[config.mk]
export PLATFORM = sky130hd
export DESIGN_NAME = hrc_sampler
export DESIGN_NICKNAME = d
export VERILOG_FILES = /design/src/inc/hrc_pkg.sv /design/src/logic/hrc_sampler.sv
export SDC_FILE = /design/constraint.sdc
export NUM_CORES = 1
export LEC_CHECK = 0
export CAP_MARGIN = 20
export CORE_MARGIN = 1
export CORE_UTILIZATION = 50
export CTS_CLUSTER_DIAMETER = 80
export DETAILED_ROUTE_END_ITERATION = 12
export DONT_BUFFER_PORTS = 1
export PLACE_DENSITY = 0.65
export SYNTH_ARGS = -nofsm -noshare
export SYNTH_HDL_FRONTEND = slang
export SYNTH_SLANG_ARGS = --single-unit
[constraint.sdc]
create_clock -name aclk -period 1.45 [get_ports aclk]
set_input_delay 0.29 -clock aclk [delete_from_list [all_inputs] [get_ports aclk]]
set_output_delay 0.29 -clock aclk [all_outputs]
set_load 0.02 [all_outputs]
[src/inc/hrc_pkg.sv]
// Constants shared by the hard-reset configuration sampler
package hrc_pkg;
	// Register offsets (byte addresses)
	localparam logic [3:0] PAD_CFG_OFS   = 4'h0;
	localparam logic [3:0] SYS_STAT_OFS  = 4'h4;
	localparam logic [3:0] BANK0_OPT_OFS = 4'h8;
	localparam logic [3:0] MSTATE_OFS    = 4'hc;

	// Configuration word: bit 0 is the MSB, so field n sits at index 31-n
	localparam int CFG_ARB_POS    = 31;
	localparam int CFG_PFX_POS    = 30;
	localparam int CFG_DRV_POS    = 29;
	localparam int CFG_BTDIS_POS  = 28;
	localparam int CFG_PW_LO_POS  = 26;
	localparam int CFG_DBG_LO_POS = 21;

	// Flag position in the stored word; erased flash reads all ones
	localparam int NVM_HAS_CFG_POS = 0;

	localparam logic [31:0] CFG_DEFAULT_WORD = 32'h0000_0000;

	// Register field positions
	localparam int PAD_PD_SEL_POS = 0;
	localparam int BANK0_DIS_POS  = 0;
	localparam int BANK0_PS_LO    = 1;
	localparam int MSTATE_PFX_POS = 0;

	// Source codes seen in the status register
	localparam logic [1:0] SRC_DEFAULT = 2'h0;
	localparam logic [1:0] SRC_PINS    = 2'h1;
	localparam logic [1:0] SRC_NVM     = 2'h2;

	// Sampling period in bus clocks
	localparam int          SAMPLE_PERIOD = 8;
	localparam logic [2:0]  SAMPLE_LAST   = 3'(SAMPLE_PERIOD - 1);

	localparam logic [1:0] RESP_OKAY   = 2'h0;
	localparam logic [1:0] RESP_SLVERR = 2'h2;
endpackage

[src/logic/hrc_sampler.sv]
// Hard-reset configuration word sampler with AXI4-Lite register access
// Functional notes
// - Select asserted at sampling: configuration comes from the 32 data pins.
// - Select negated, stored flag 0: configuration comes from the stored word.
// - Select negated, stored flag 1: configuration is the all-zero constant.
// - Erased flash makes the stored flag read 1, forcing the default word.
// - Pull-down bit set, hard reset and select asserted: data lines pulled low weakly.
// - Default configuration applies for the whole power-on reset.
// - Sampled values replace the default once power-on reset releases.
// - Source re-sampled every eight bus clocks through a two-stage buffer.
// - Final word captured from the buffer when hard reset negates.
// - Captured word is not mapped; it seeds control fields in registers.
// - Bit 0: 0 internal arbitration, 1 external arbiter assumed.
// - Bit 1 loads the vector prefix state bit after reset.
// - Bit 2: 0 full drive, 1 reduced drive on bus pins.
// - Bit 3: 0 boot bank active; later bank-0 option write overrides.
// - Bits 4:5 boot port width; ignored once bank-0 option is written.
// - Bits 9:10 select the debug pin function, default zero.
//
// Chosen here: the register offsets and the AXI4-Lite register port.
`timescale 1ns/1ns
module hrc_sampler (
	input  wire logic        aclk,
	input  wire logic        aresetn,
	input  wire logic        ce,
	input  wire logic [3:0]  s_axi_awaddr,
	input  wire logic        s_axi_awvalid,
	output logic             s_axi_awready,
	input  wire logic [31:0] s_axi_wdata,
	input  wire logic [3:0]  s_axi_wstrb,
	input  wire logic        s_axi_wvalid,
	output logic             s_axi_wready,
	output logic [1:0]       s_axi_bresp,
	output logic             s_axi_bvalid,
	input  wire logic        s_axi_bready,
	input  wire logic [3:0]  s_axi_araddr,
	input  wire logic        s_axi_arvalid,
	output logic             s_axi_arready,
	output logic [31:0]      s_axi_rdata,
	output logic [1:0]       s_axi_rresp,
	output logic             s_axi_rvalid,
	input  wire logic        s_axi_rready,
	input  wire logic        power_on_reset_n,
	input  wire logic        hard_reset_n,
	input  wire logic        reset_config_select_n,
	input  wire logic [31:0] data_pins,
	input  wire logic [31:0] nvm_config_word,
	input  wire logic        flash_erased,
	output logic             data_pulldown_en,
	output logic             external_arbitration_sel,
	output logic             vector_prefix_init,
	output logic             bus_drive_strength,
	output logic             boot_bank_disable,
	output logic [1:0]       boot_port_width,
	output logic [1:0]       debug_pin_config
);
	// Pin synchronisers
	logic        por_n_s1_reg;
	logic        por_n_s2_reg;
	logic        hr_n_s1_reg;
	logic        hr_n_s2_reg;
	logic        hr_n_d_reg;
	logic        sel_n_s1_reg;
	logic        sel_n_s2_reg;
	logic        erased_s1_reg;
	logic        erased_s2_reg;
	logic [31:0] data_s1_reg;
	logic [31:0] data_s2_reg;

	logic [2:0]  tick_cnt_reg;
	logic [31:0] stage1_reg;
	logic [31:0] stage2_reg;
	logic [1:0]  src_next;
	logic [1:0]  src_reg;
	logic [31:0] sample_next;
	logic [31:0] cfg_word_reg;
	logic        has_cfg_n;
	logic        tick;
	logic        hr_rise;

	logic        pd_sel_reg;
	logic [2:0]  bank0_reg;
	logic        bank0_written_reg;

	logic        aw_have_reg;
	logic        w_have_reg;
	logic [3:0]  aw_addr_reg;
	logic [31:0] w_data_reg;
	logic [3:0]  w_strb_reg;
	logic        wr_fire;
	logic        wr_ok;
	logic [31:0] rd_next;
	logic        rd_ok;

	assign tick    = (tick_cnt_reg == hrc_pkg::SAMPLE_LAST);
	assign hr_rise = hr_n_s2_reg & ~hr_n_d_reg;
	assign wr_fire = ce & aw_have_reg & w_have_reg & ~s_axi_bvalid;
	assign wr_ok   = (aw_addr_reg == hrc_pkg::PAD_CFG_OFS) |
		(aw_addr_reg == hrc_pkg::BANK0_OPT_OFS) | (aw_addr_reg == hrc_pkg::MSTATE_OFS);

	always_ff @(posedge aclk) begin
		if (!aresetn) begin
			por_n_s1_reg  <= 1'b0;
			por_n_s2_reg  <= 1'b0;
			hr_n_s1_reg   <= 1'b0;
			hr_n_s2_reg   <= 1'b0;
			hr_n_d_reg    <= 1'b0;
			sel_n_s1_reg  <= 1'b1;
			sel_n_s2_reg  <= 1'b1;
			erased_s1_reg <= 1'b0;
			erased_s2_reg <= 1'b0;
			data_s1_reg   <= 32'h0000_0000;
			data_s2_reg   <= 32'h0000_0000;
		end else if (ce) begin
			por_n_s1_reg  <= power_on_reset_n;
			por_n_s2_reg  <= por_n_s1_reg;
			hr_n_s1_reg   <= hard_reset_n;
			hr_n_s2_reg   <= hr_n_s1_reg;
			hr_n_d_reg    <= hr_n_s2_reg;
			sel_n_s1_reg  <= reset_config_select_n;
			sel_n_s2_reg  <= sel_n_s1_reg;
			erased_s1_reg <= flash_erased;
			erased_s2_reg <= erased_s1_reg;
			data_s1_reg   <= data_pins;
			data_s2_reg   <= data_s1_reg;
		end
	end

	// Erased flash forces the flag high even if the array reads oddly
	assign has_cfg_n = nvm_config_word[hrc_pkg::NVM_HAS_CFG_POS] | erased_s2_reg;

	always_comb begin
		if (!sel_n_s2_reg) begin
			sample_next = data_s2_reg;
			src_next    = hrc_pkg::SRC_PINS;
		end else if (!has_cfg_n) begin
			sample_next = nvm_config_word;
			src_next    = hrc_pkg::SRC_NVM;
		end else begin
			sample_next = hrc_pkg::CFG_DEFAULT_WORD;
			src_next    = hrc_pkg::SRC_DEFAULT;
		end
	end

	// Sampling runs while hard reset holds; power-on reset pins the default
	always_ff @(posedge aclk) begin
		if (!aresetn) begin
			tick_cnt_reg <= 3'h0;
			stage1_reg   <= hrc_pkg::CFG_DEFAULT_WORD;
			stage2_reg   <= hrc_pkg::CFG_DEFAULT_WORD;
			src_reg      <= hrc_pkg::SRC_DEFAULT;
		end else if (ce) begin
			if (!por_n_s2_reg) begin
				tick_cnt_reg <= 3'h0;
				stage1_reg   <= hrc_pkg::CFG_DEFAULT_WORD;
				stage2_reg   <= hrc_pkg::CFG_DEFAULT_WORD;
				src_reg      <= hrc_pkg::SRC_DEFAULT;
			end else begin
				tick_cnt_reg <= tick_cnt_reg + 3'h1;
				if (tick && !hr_n_s2_reg) begin
					stage1_reg <= sample_next;
					stage2_reg <= stage1_reg;
					src_reg    <= src_next;
				end
			end
		end
	end

	// Word is internal only; it is never returned on the bus
	always_ff @(posedge aclk) begin
		if (!aresetn) begin
			cfg_word_reg <= hrc_pkg::CFG_DEFAULT_WORD;
		end else if (ce) begin
			if (!por_n_s2_reg) begin
				cfg_word_reg <= hrc_pkg::CFG_DEFAULT_WORD;
			end else if (hr_rise) begin
				cfg_word_reg <= stage2_reg;
			end
		end
	end

	always_ff @(posedge aclk) begin
		if (!aresetn) begin
			data_pulldown_en <= 1'b0;
		end else if (ce) begin
			data_pulldown_en <= pd_sel_reg & ~hr_n_s2_reg & ~sel_n_s2_reg;
		end
	end

	// Decoded fields; reserved positions are simply not looked at
	always_ff @(posedge aclk) begin
		if (!aresetn) begin
			external_arbitration_sel <= 1'b0;
			bus_drive_strength       <= 1'b0;
			boot_bank_disable        <= 1'b0;
			boot_port_width          <= 2'h0;
			debug_pin_config         <= 2'h0;
		end else if (ce) begin
			external_arbitration_sel <= cfg_word_reg[hrc_pkg::CFG_ARB_POS];
			bus_drive_strength       <= cfg_word_reg[hrc_pkg::CFG_DRV_POS];
			debug_pin_config <= cfg_word_reg[hrc_pkg::CFG_DBG_LO_POS +: 2];
			if (bank0_written_reg) begin
				boot_bank_disable <= bank0_reg[hrc_pkg::BANK0_DIS_POS];
				boot_port_width   <= bank0_reg[hrc_pkg::BANK0_PS_LO +: 2];
			end else begin
				boot_bank_disable <= cfg_word_reg[hrc_pkg::CFG_BTDIS_POS];
				boot_port_width   <= cfg_word_reg[hrc_pkg::CFG_PW_LO_POS +: 2];
			end
		end
	end

	// Software registers
	always_ff @(posedge aclk) begin
		if (!aresetn) begin
			pd_sel_reg <= 1'b0;
		end else if (wr_fire && w_strb_reg[0] && aw_addr_reg == hrc_pkg::PAD_CFG_OFS) begin
			pd_sel_reg <= w_data_reg[hrc_pkg::PAD_PD_SEL_POS];
		end
	end

	// A new hard reset returns boot control to the configuration word
	always_ff @(posedge aclk) begin
		if (!aresetn) begin
			bank0_reg         <= 3'h0;
			bank0_written_reg <= 1'b0;
		end else if (ce) begin
			if (!hr_n_s2_reg) begin
				bank0_written_reg <= 1'b0;
			end else if (wr_fire && w_strb_reg[0] && aw_addr_reg == hrc_pkg::BANK0_OPT_OFS) begin
				bank0_reg         <= w_data_reg[2:0];
				bank0_written_reg <= 1'b1;
			end
		end
	end

	always_ff @(posedge aclk) begin
		if (!aresetn) begin
			vector_prefix_init <= 1'b0;
		end else if (ce) begin
			if (hr_rise) begin
				vector_prefix_init <= stage2_reg[hrc_pkg::CFG_PFX_POS];
			end else if (wr_fire && w_strb_reg[0] && aw_addr_reg == hrc_pkg::MSTATE_OFS) begin
				vector_prefix_init <= w_data_reg[hrc_pkg::MSTATE_PFX_POS];
			end
		end
	end

	// AXI4-Lite write channel
	always_ff @(posedge aclk) begin
		if (!aresetn) begin
			s_axi_awready <= 1'b1;
			s_axi_wready  <= 1'b1;
			s_axi_bvalid  <= 1'b0;
			s_axi_bresp   <= hrc_pkg::RESP_OKAY;
			aw_have_reg   <= 1'b0;
			w_have_reg    <= 1'b0;
			aw_addr_reg   <= 4'h0;
			w_data_reg    <= 32'h0000_0000;
			w_strb_reg    <= 4'h0;
		end else if (ce) begin
			if (s_axi_awvalid && s_axi_awready) begin
				aw_have_reg   <= 1'b1;
				aw_addr_reg   <= {s_axi_awaddr[3:2], 2'h0};
				s_axi_awready <= 1'b0;
			end
			if (s_axi_wvalid && s_axi_wready) begin
				w_have_reg   <= 1'b1;
				w_data_reg   <= s_axi_wdata;
				w_strb_reg   <= s_axi_wstrb;
				s_axi_wready <= 1'b0;
			end
			if (wr_fire) begin
				aw_have_reg  <= 1'b0;
				w_have_reg   <= 1'b0;
				s_axi_bvalid <= 1'b1;
				s_axi_bresp  <= wr_ok ? hrc_pkg::RESP_OKAY : hrc_pkg::RESP_SLVERR;
			end
			if (s_axi_bvalid && s_axi_bready) begin
				s_axi_bvalid  <= 1'b0;
				s_axi_awready <= 1'b1;
				s_axi_wready  <= 1'b1;
			end
		end
	end

	always_comb begin
		rd_next = 32'h0000_0000;
		rd_ok   = 1'b1;
		unique case ({s_axi_araddr[3:2], 2'h0})
			hrc_pkg::PAD_CFG_OFS:   rd_next[hrc_pkg::PAD_PD_SEL_POS] = pd_sel_reg;
			hrc_pkg::SYS_STAT_OFS:  rd_next[10:0] = {~hr_n_s2_reg, src_reg, bank0_written_reg,
				debug_pin_config, boot_port_width, boot_bank_disable,
				bus_drive_strength, external_arbitration_sel};
			hrc_pkg::BANK0_OPT_OFS: rd_next[2:0] = bank0_reg;
			hrc_pkg::MSTATE_OFS:    rd_next[hrc_pkg::MSTATE_PFX_POS] = vector_prefix_init;
			default:                rd_ok = 1'b0;
		endcase
	end

	// AXI4-Lite read channel
	always_ff @(posedge aclk) begin
		if (!aresetn) begin
			s_axi_arready <= 1'b1;
			s_axi_rvalid  <= 1'b0;
			s_axi_rdata   <= 32'h0000_0000;
			s_axi_rresp   <= hrc_pkg::RESP_OKAY;
		end else if (ce) begin
			if (s_axi_arvalid && s_axi_arready) begin
				s_axi_arready <= 1'b0;
				s_axi_rvalid  <= 1'b1;
				s_axi_rdata   <= rd_next;
				s_axi_rresp   <= rd_ok ? hrc_pkg::RESP_OKAY : hrc_pkg::RESP_SLVERR;
			end else if (s_axi_rvalid && s_axi_rready) begin
				s_axi_rvalid  <= 1'b0;
				s_axi_arready <= 1'b1;
			end
		end
	end
endmodule

==> summary.txt, run 1 <==
Outcome
  – Status: complete, but fails checks
  – Failing checks: negative setup slack

Synthesis
  – Post-synthesis mux area share: between 10% and 20%
  – Post-synthesis xor/xnor area fraction: 0%
  – Main combinational cell family by area after synthesis: simple AND/OR/NAND/NOR gates
  – Adder-cell share of the synthesized area: between 1.5 and 2%
  – Synthesized area: between 3000 and 4000 µm²
  – Register area share after synthesis: between 40% and 50%
  – Synth Area in Compound Gates: 13.0%
  – EDFF count, synth: 0
  – Yosys Warn Count: 0
  – Mean Syn Cell Area: about 10 µm²
  – Seq cells post-synth: 92
  – Synth Area in Simple Gates: around a fifth
  – Ys async rst share: 0%
  – Primary FF master, synth: dfxtp_1
  – Cell count after synthesis: 400
  – Yosys cell types: 41

Drt
  – DRT Wirelength: roughly 7 mm
  – DR WL/cell: 14.0 µm
  – Iteration-0 DRC Markers: about 140
  – Routed vias: ~2,600
  – DRC violations left: 0
  – Number of routed nets with antenna violations: 0
  – Vias per inst: 5.07
  – Drt pass-1 iters: 4

Global routing
  – First-pass GRT wire length: roughly 12 mm
  – GRT Total Usage: between 10% and 20%
  – Vias in the first global route: about 2,400
  – Initial antenna violation count: 0
  – Gr ovfl total: 0
  – Maximum number of pins on one net before global-route repair: slightly below 100

STA
  – Final setup violation count: 4
  – Hold Slack: around 0.042 ns
  – Fin crit period: 1.47 ns
  – Final Max Slew Viols: 0
  – RSZ-0062 raised after global routing: true
  – FMAX: 681 MHz
  – Worst Slack Setup Final: -0.0192 ns
  – Setup TNS: -0.0573 ns
  – Final hold violation count: 0
  – Fraction of the cycle the final worst path needs: 101%
  – Setup Skew: approximately 0.008 ns

Finish
  – Ant diodes: 0
  – Share of cells above drive strength 1: a little over an eighth
  – Max reg flops: 11
  – Final Net Count: roughly 520
  – Top reg by flops: s_axi_rdata
  – P&R area growth vs syn: 6.75%
  – Layout Utilization: between 50% and 60%

Clock network
  – CTS tree: done
  – Worst-path clk slew: ~0.090 ns
  – Root buffer cell: clkbuf_8
  – H-Tree Depth: 3
  – CTS buffer count: 9
  – CTS Buffer Depth: 2
  – Clk_lat worst skew: about 0.36 ns
  – Sink Count: ~90

Floorplanning
  – Die Width: slightly above 90 µm
  – Rows: 32
  – Top Ports: 170
  – Starting Density: between 50% and 60%
  – Core Area: between 7000 and 8000 µm²
  – Full die area: a little over 8000 µm²
  – Die H: 91.1 µm

Worst setup path
  – WP data required: approximately 1.7 ns
  – Startpoint types: flop
  – CP max FO: 8
  – Worst reg-to-reg setup slack: -0.02 ns
  – Worst EP arrival: ~1.7 ns
  – Reg2Reg Depth: 7
  – Critical R2R Launch: tick_cnt_reg[1]$_SDFFE_PN0P_
  – Reg2reg end: stage1_reg[31]$_SDFFE_PN0P_
  – Crit. End Element: flop
  – CP Class: flop to flop

Min path
  – Hold Path Origin: aresetn
  – Hold Path Cell Cnt: 1
  – Hold/Removal Path Class: input port to flop
  – Endpoint, Worst Hold: s_axi_arready$_SDFFE_PN1P_

Flow run
  – Max-cap viol count: 0

Place
  – IO Port Bufs: 0
  – Placer Congestion: between 0.7 and 0.8
  – Post-DP HPWL: roughly 4.8 mm

Power
  – Total power: between 4 and 5 mW
  – Power per Cell Area: ~1100 nW/µm²
  – Leak Pwr: roughly 1.6 nW
  – Worst vdd ir: around 0.73 mV
cells in the final DEF (no fill, tap or decap), types with 2 or more instances in the layout:
| master | count |
|---|---|
| mux2i_1 | 40 |
| nand2_1 | 34 |
| a22o_1 | 2 |
| a21boi_0 | 13 |
| buf_4 | 10 |
| nand3b_1 | 2 |
| ha_4 | 2 |
| nand3_1 | 33 |
| clkinv_2 | 2 |
| conb_1 | 24 |
| o21ai_0 | 6 |
| dfxtp_1 | 89 |
| a21boi_2 | 5 |
| a21oi_1 | 7 |
| nor2b_1 | 56 |
| inv_6 | 2 |
| o211a_1 | 3 |
| dfxtp_2 | 3 |
| inv_1 | 7 |
| buf_12 | 2 |
| a21o_1 | 2 |
| clkinv_4 | 2 |
| ha_1 | 4 |
| a22oi_1 | 14 |
| nor2_1 | 2 |
| clkbuf_8 | 9 |
| a22oi_2 | 6 |
critical path, stage by stage, from the launching register on:
cell and delay [ns]:
dfxtp_2 0.34, ha_4 0.16, ha_4 0.14, and4b_1 0.20, nor2b_4 0.14, buf_12 0.14, a22oi_2 0.17, a21boi_2 0.06
final cells by class:
class / count / area [µm²]
clock buffer: 9 / 124
inverter: 7 / 26.3
timing repair buffer: 13 / 125
fill: 734 / 3450
clock inverter: 7 / 75.1
multi-input combinational: 275 / 1910
sequential: 92 / 1850
tap: 102 / 128
through the flow:
step	worst slack, ns	cell area, µm²	cells
4_1_cts	-0.0250	4230	505
2_1_floorplan	-0.0775	4090	423
5_1_grt	-0.0904	4240	505
3_3_place_gp	-0.0220	3990	486
6_report	-0.0192	4240	505
3_5_place_dp	-0.0273	3990	486
kinds of logic (layout without fill, tap and decap cells):
| logic type | Yosys count | after routing |
|---|---|---|
| flip-flops | 92 | 92 |
| adder cells (fa/ha/maj) | 6 | 6 |
| other | 1 | 24 |
| AO/OA/AOI/OAI | 66 | 66 |
| multiplexers | 40 | 40 |
| buffers and inverters | 56 | 36 |
| AND/OR/NAND/NOR | 139 | 139 |
timing repair:
| item | CTS | global route |
|---|---|---|
| pin swaps | 0 | 1 |
| endpoints found under the setup margin | 5 | 16 |
| setup buffers | 2 | 1 |
| gates resized for setup | 0 | 3 |
| hold endpoints to repair | 2 | 0 |
| hold buffers | 1 | 0 |
where the power goes:
part / switching, mW / internal (mW)
combinational: 0.147 / 0.120
clock: 0.905 / 0.809
sequential: 0.0621 / 2.58
per-layer routing:
metal  GRT usage, %  wire length [µm]  part of all wire [%]
met5              0                 0                     0
met4           5.03                65                  0.92
met3           8.54               520                   7.3
met2           27.0              3010                    43
met1           23.8              3480                    49
cells in the mapped netlist, types with 3 or more instances:
library cell	n	area share, %
inv_1	7	0.66
a21boi_0	13	2.5
buf_6	3	0.85
a22oi_2	5	1.6
buf_2	10	1.3
a22oi_1	15	2.8
nor2b_1	56	8.8
a21oi_1	8	1.0
o211a_1	3	0.76
nand2_1	34	3.2
a21boi_2	5	1.4
clkbuf_1	11	1.0
dfxtp_1	92	46
buf_4	25	4.7
mux2i_1	40	10
ha_1	6	1.9
nand3_1	33	4.2
o21ai_0	6	0.76
worst max-delay path by stage:
stage | to | from | depth (start not counted)
4_1_cts | stage1_reg[26]$_SDFFE_PN0P_ | tick_cnt_reg[1]$_SDFFE_PN0P_ | 7
6_report | stage1_reg[31]$_SDFFE_PN0P_ | tick_cnt_reg[1]$_SDFFE_PN0P_ | 7
3_3_place_gp | stage1_reg[31]$_SDFFE_PN0P_ | tick_cnt_reg[1]$_SDFFE_PN0P_ | 6
3_5_place_dp | stage1_reg[31]$_SDFFE_PN0P_ | tick_cnt_reg[1]$_SDFFE_PN0P_ | 6
2_1_floorplan | stage1_reg[27]$_SDFFE_PN0P_ | tick_cnt_reg[0]$_SDFFE_PN0P_ | 8
5_1_grt | stage1_reg[31]$_SDFFE_PN0P_ | tick_cnt_reg[1]$_SDFFE_PN0P_ | 7
No activity file was read; power rests on OpenSTA's default activity.
==> inputs of run 2 (changes only) <==
--- a/config.mk
+++ b/config.mk
@@ -11,7 +11,8 @@
 export CTS_CLUSTER_DIAMETER = 80
 export DETAILED_ROUTE_END_ITERATION = 12
 export DONT_BUFFER_PORTS = 1
-export PLACE_DENSITY = 0.65
+export PLACE_DENSITY = 0.68
+export REMOVE_ABC_BUFFERS = 1
 export SYNTH_ARGS = -nofsm -noshare
 export SYNTH_HDL_FRONTEND = slang
 export SYNTH_SLANG_ARGS = --single-unit
==> summary.txt, run 2 (synthesis gave the netlist of run 1 again) <==
Drt
  – DRT met1 WL: 3.36 mm
  – DRC violations left: 0
  – Detail Route met2 WL: 3.31 mm
  – Met3 WL: just over 400 µm
  – Routed vias: between 2,000 and 3,000
  – DR WL/cell: 14.1 µm
  – Vias per inst: 5.18
  – Iteration-0 DRC Markers: just over 90
  – DR top layer: met4
  – Drt pass-1 iters: 4
  – DRT Wirelength: ~7 mm
  – Number of routed nets with antenna violations: 0

Power
  – Worst vdd ir: 0.661 mV
  – Leak Pwr: between 1.5 and 2 nW
  – Power per Cell Area: 1130 nW/µm²

Global routing
  – Vias in the first global route: around 2,500
  – GRT Total Usage: 17.8%
  – Gr ovfl total: 0
  – Maximum number of pins on one net before global-route repair: around 100
  – First-pass GRT wire length: roughly 12 mm
  – Initial antenna violation count: 0

Flow run
  – Max-cap viol count: 0

Finish
  – Commonest non-fill, non-tap cell in the layout: dfxtp_1
  – Fillers: between 700 and 800
  – Most frequent cells in the layout: 90 x dfxtp_1, 56 x nor2b_1, 40 x mux2i_1
  – P&R area growth vs syn: 7.16%
  – Ant diodes: 0
  – Max reg flops: 11
  – Final Net Count: approximately 530
  – Share of cells above drive strength 1: approximately an eighth
  – Cell area after layout: ~4300 µm²
  – Top reg by flops: s_axi_rdata

Min path
  – Hold Path Cell Cnt: 1
  – Hold Path Origin: aresetn
  – Hold/Removal Path Class: input port to flop
  – Endpoint, Worst Hold: data_s2_reg[21]$_SDFFE_PN0P_

STA
  – Final hold violation count: 0
  – Final setup violation count: 1
  – FMAX: 685 MHz
  – RSZ-0062 raised after global routing: true
  – Fin crit period: 1.46 ns
  – Setup Skew: about 0.0087 ns
  – Hold Slack: between 0.06 and 0.07 ns
  – Final Max Slew Viols: 0
  – Worst Slack Setup Final: -0.0103 ns
  – Fraction of the cycle the final worst path needs: 101%

Worst setup path
  – Reg2reg end: stage1_reg[31]$_SDFFE_PN0P_
  – CP max FO: 5
  – Critical R2R Launch: tick_cnt_reg[1]$_SDFFE_PN0P_
  – WP data required: 1.74 ns
  – Worst reg-to-reg setup slack: -0.01 ns
  – CP Class: flop to flop
  – Startpoint types: flop
  – Reg2Reg Depth: 6
  – Crit. End Element: flop
  – Worst EP arrival: around 1.8 ns

Clock network
  – CTS buffer count: 9
  – Clk_lat worst skew: 0.35 ns
  – Root buffer cell: clkbuf_8
  – H-Tree Depth: 3
  – CTS Buffer Depth: 2
  – Worst-path clk slew: approximately 0.080 ns
  – Sink Count: 92
  – CTS tree: done

Place
  – Post-DP Area: 3970 µm²
  – Placer Congestion: just under 0.8
  – Post-DP HPWL: 4.63 mm
  – IO Port Bufs: 0

Floorplanning
  – Starting Density: 51.6%
  – Die H: around 90 µm
  – Top Ports: between 150 and 200
  – Rows: 32
  – Die Width: between 90 and 100 µm
  – Core Area: around 7700 µm²
  – Full die area: ~8300 µm²

Outcome
  – Status: complete, but fails checks
  – Failing checks: negative setup slack
-- run 2: metrics by stage --
stage	setup TNS (ns)	utilization [%]	instances	power (mW)	setup WS, ns
2_1_floorplan	-2.23	-	374	2.91	-0.166
3_3_place_gp	-1.54	51.6	489	2.96	-0.201
3_5_place_dp	-1.76	51.6	489	2.97	-0.222
4_1_cts	-0.191	55.0	507	4.84	-0.0427
5_1_grt	-0.459	55.3	507	4.96	-0.0845
6_report	-0.0103	55.3	507	4.79	-0.0103
-- run 2: routing by layer --
metal	vias to the layer above	GRT usage, %
li1	1325	-
met1	1230	22.1
met2	69	28.3
met3	4	5.28
met4	0	8.20
met5	-	0
-- run 2: worst max-delay path by stage --
| stage | startpoint | end | slack, ns | cells past startpoint |
|---|---|---|---|---|
| after floorplan | tick_cnt_reg[0]$_SDFFE_PN0P_ | stage1_reg[27]$_SDFFE_PN0P_ | -0.17 | 6 |
| after global placement | tick_cnt_reg[0]$_SDFFE_PN0P_ | stage1_reg[21]$_SDFFE_PN0P_ | -0.20 | 6 |
| after detailed placement | tick_cnt_reg[0]$_SDFFE_PN0P_ | stage1_reg[31]$_SDFFE_PN0P_ | -0.22 | 6 |
| after CTS | tick_cnt_reg[0]$_SDFFE_PN0P_ | stage1_reg[28]$_SDFFE_PN0P_ | -0.04 | 7 |
| after global routing | tick_cnt_reg[1]$_SDFFE_PN0P_ | stage1_reg[31]$_SDFFE_PN0P_ | -0.08 | 6 |
| final | tick_cnt_reg[1]$_SDFFE_PN0P_ | stage1_reg[31]$_SDFFE_PN0P_ | -0.01 | 6 |
-- run 2: power by group --
| group | switching (mW) | internal, mW | total (mW) |
|---|---|---|---|
| clock | 0.859 | 1.02 | 1.88 |
| combinational | 0.148 | 0.122 | 0.269 |
| sequential | 0.0597 | 2.58 | 2.64 |
-- run 2: critical path, stage by stage, from the launching register on --
cell and delay (ns):
dfxtp_2 0.36, ha_4 0.14, ha_4 0.12, and4b_2 0.27
nor2b_4 0.26, a22oi_2 0.12, a21boi_2 0.14
-- run 2: cell type report --
| class | instances | area, µm² | area share (%) |
|---|---|---|---|
| repair buffers | 14 | 108 | 2.53 |
| multi-input cells | 276 | 1930 | 45.4 |
| clock buffers | 12 | 145 | 3.41 |
| well taps | 102 | 128 | 3.00 |
| flip-flops and latches | 92 | 1840 | 43.4 |
| inverters | 7 | 26.3 | 0.618 |
| clock inverters | 4 | 72.6 | 1.71 |
-- run 2: timing repair --
item | 4_1_cts | 5_1_grt
pin swaps | 9 | 3
gates resized for setup | 6 | 6
endpoints found under the hold margin | 2 | 0
setup endpoints to repair | 11 | 18
setup buffers | 1 | 0
gates cloned | 0 | 1
hold buffers | 1 | 0
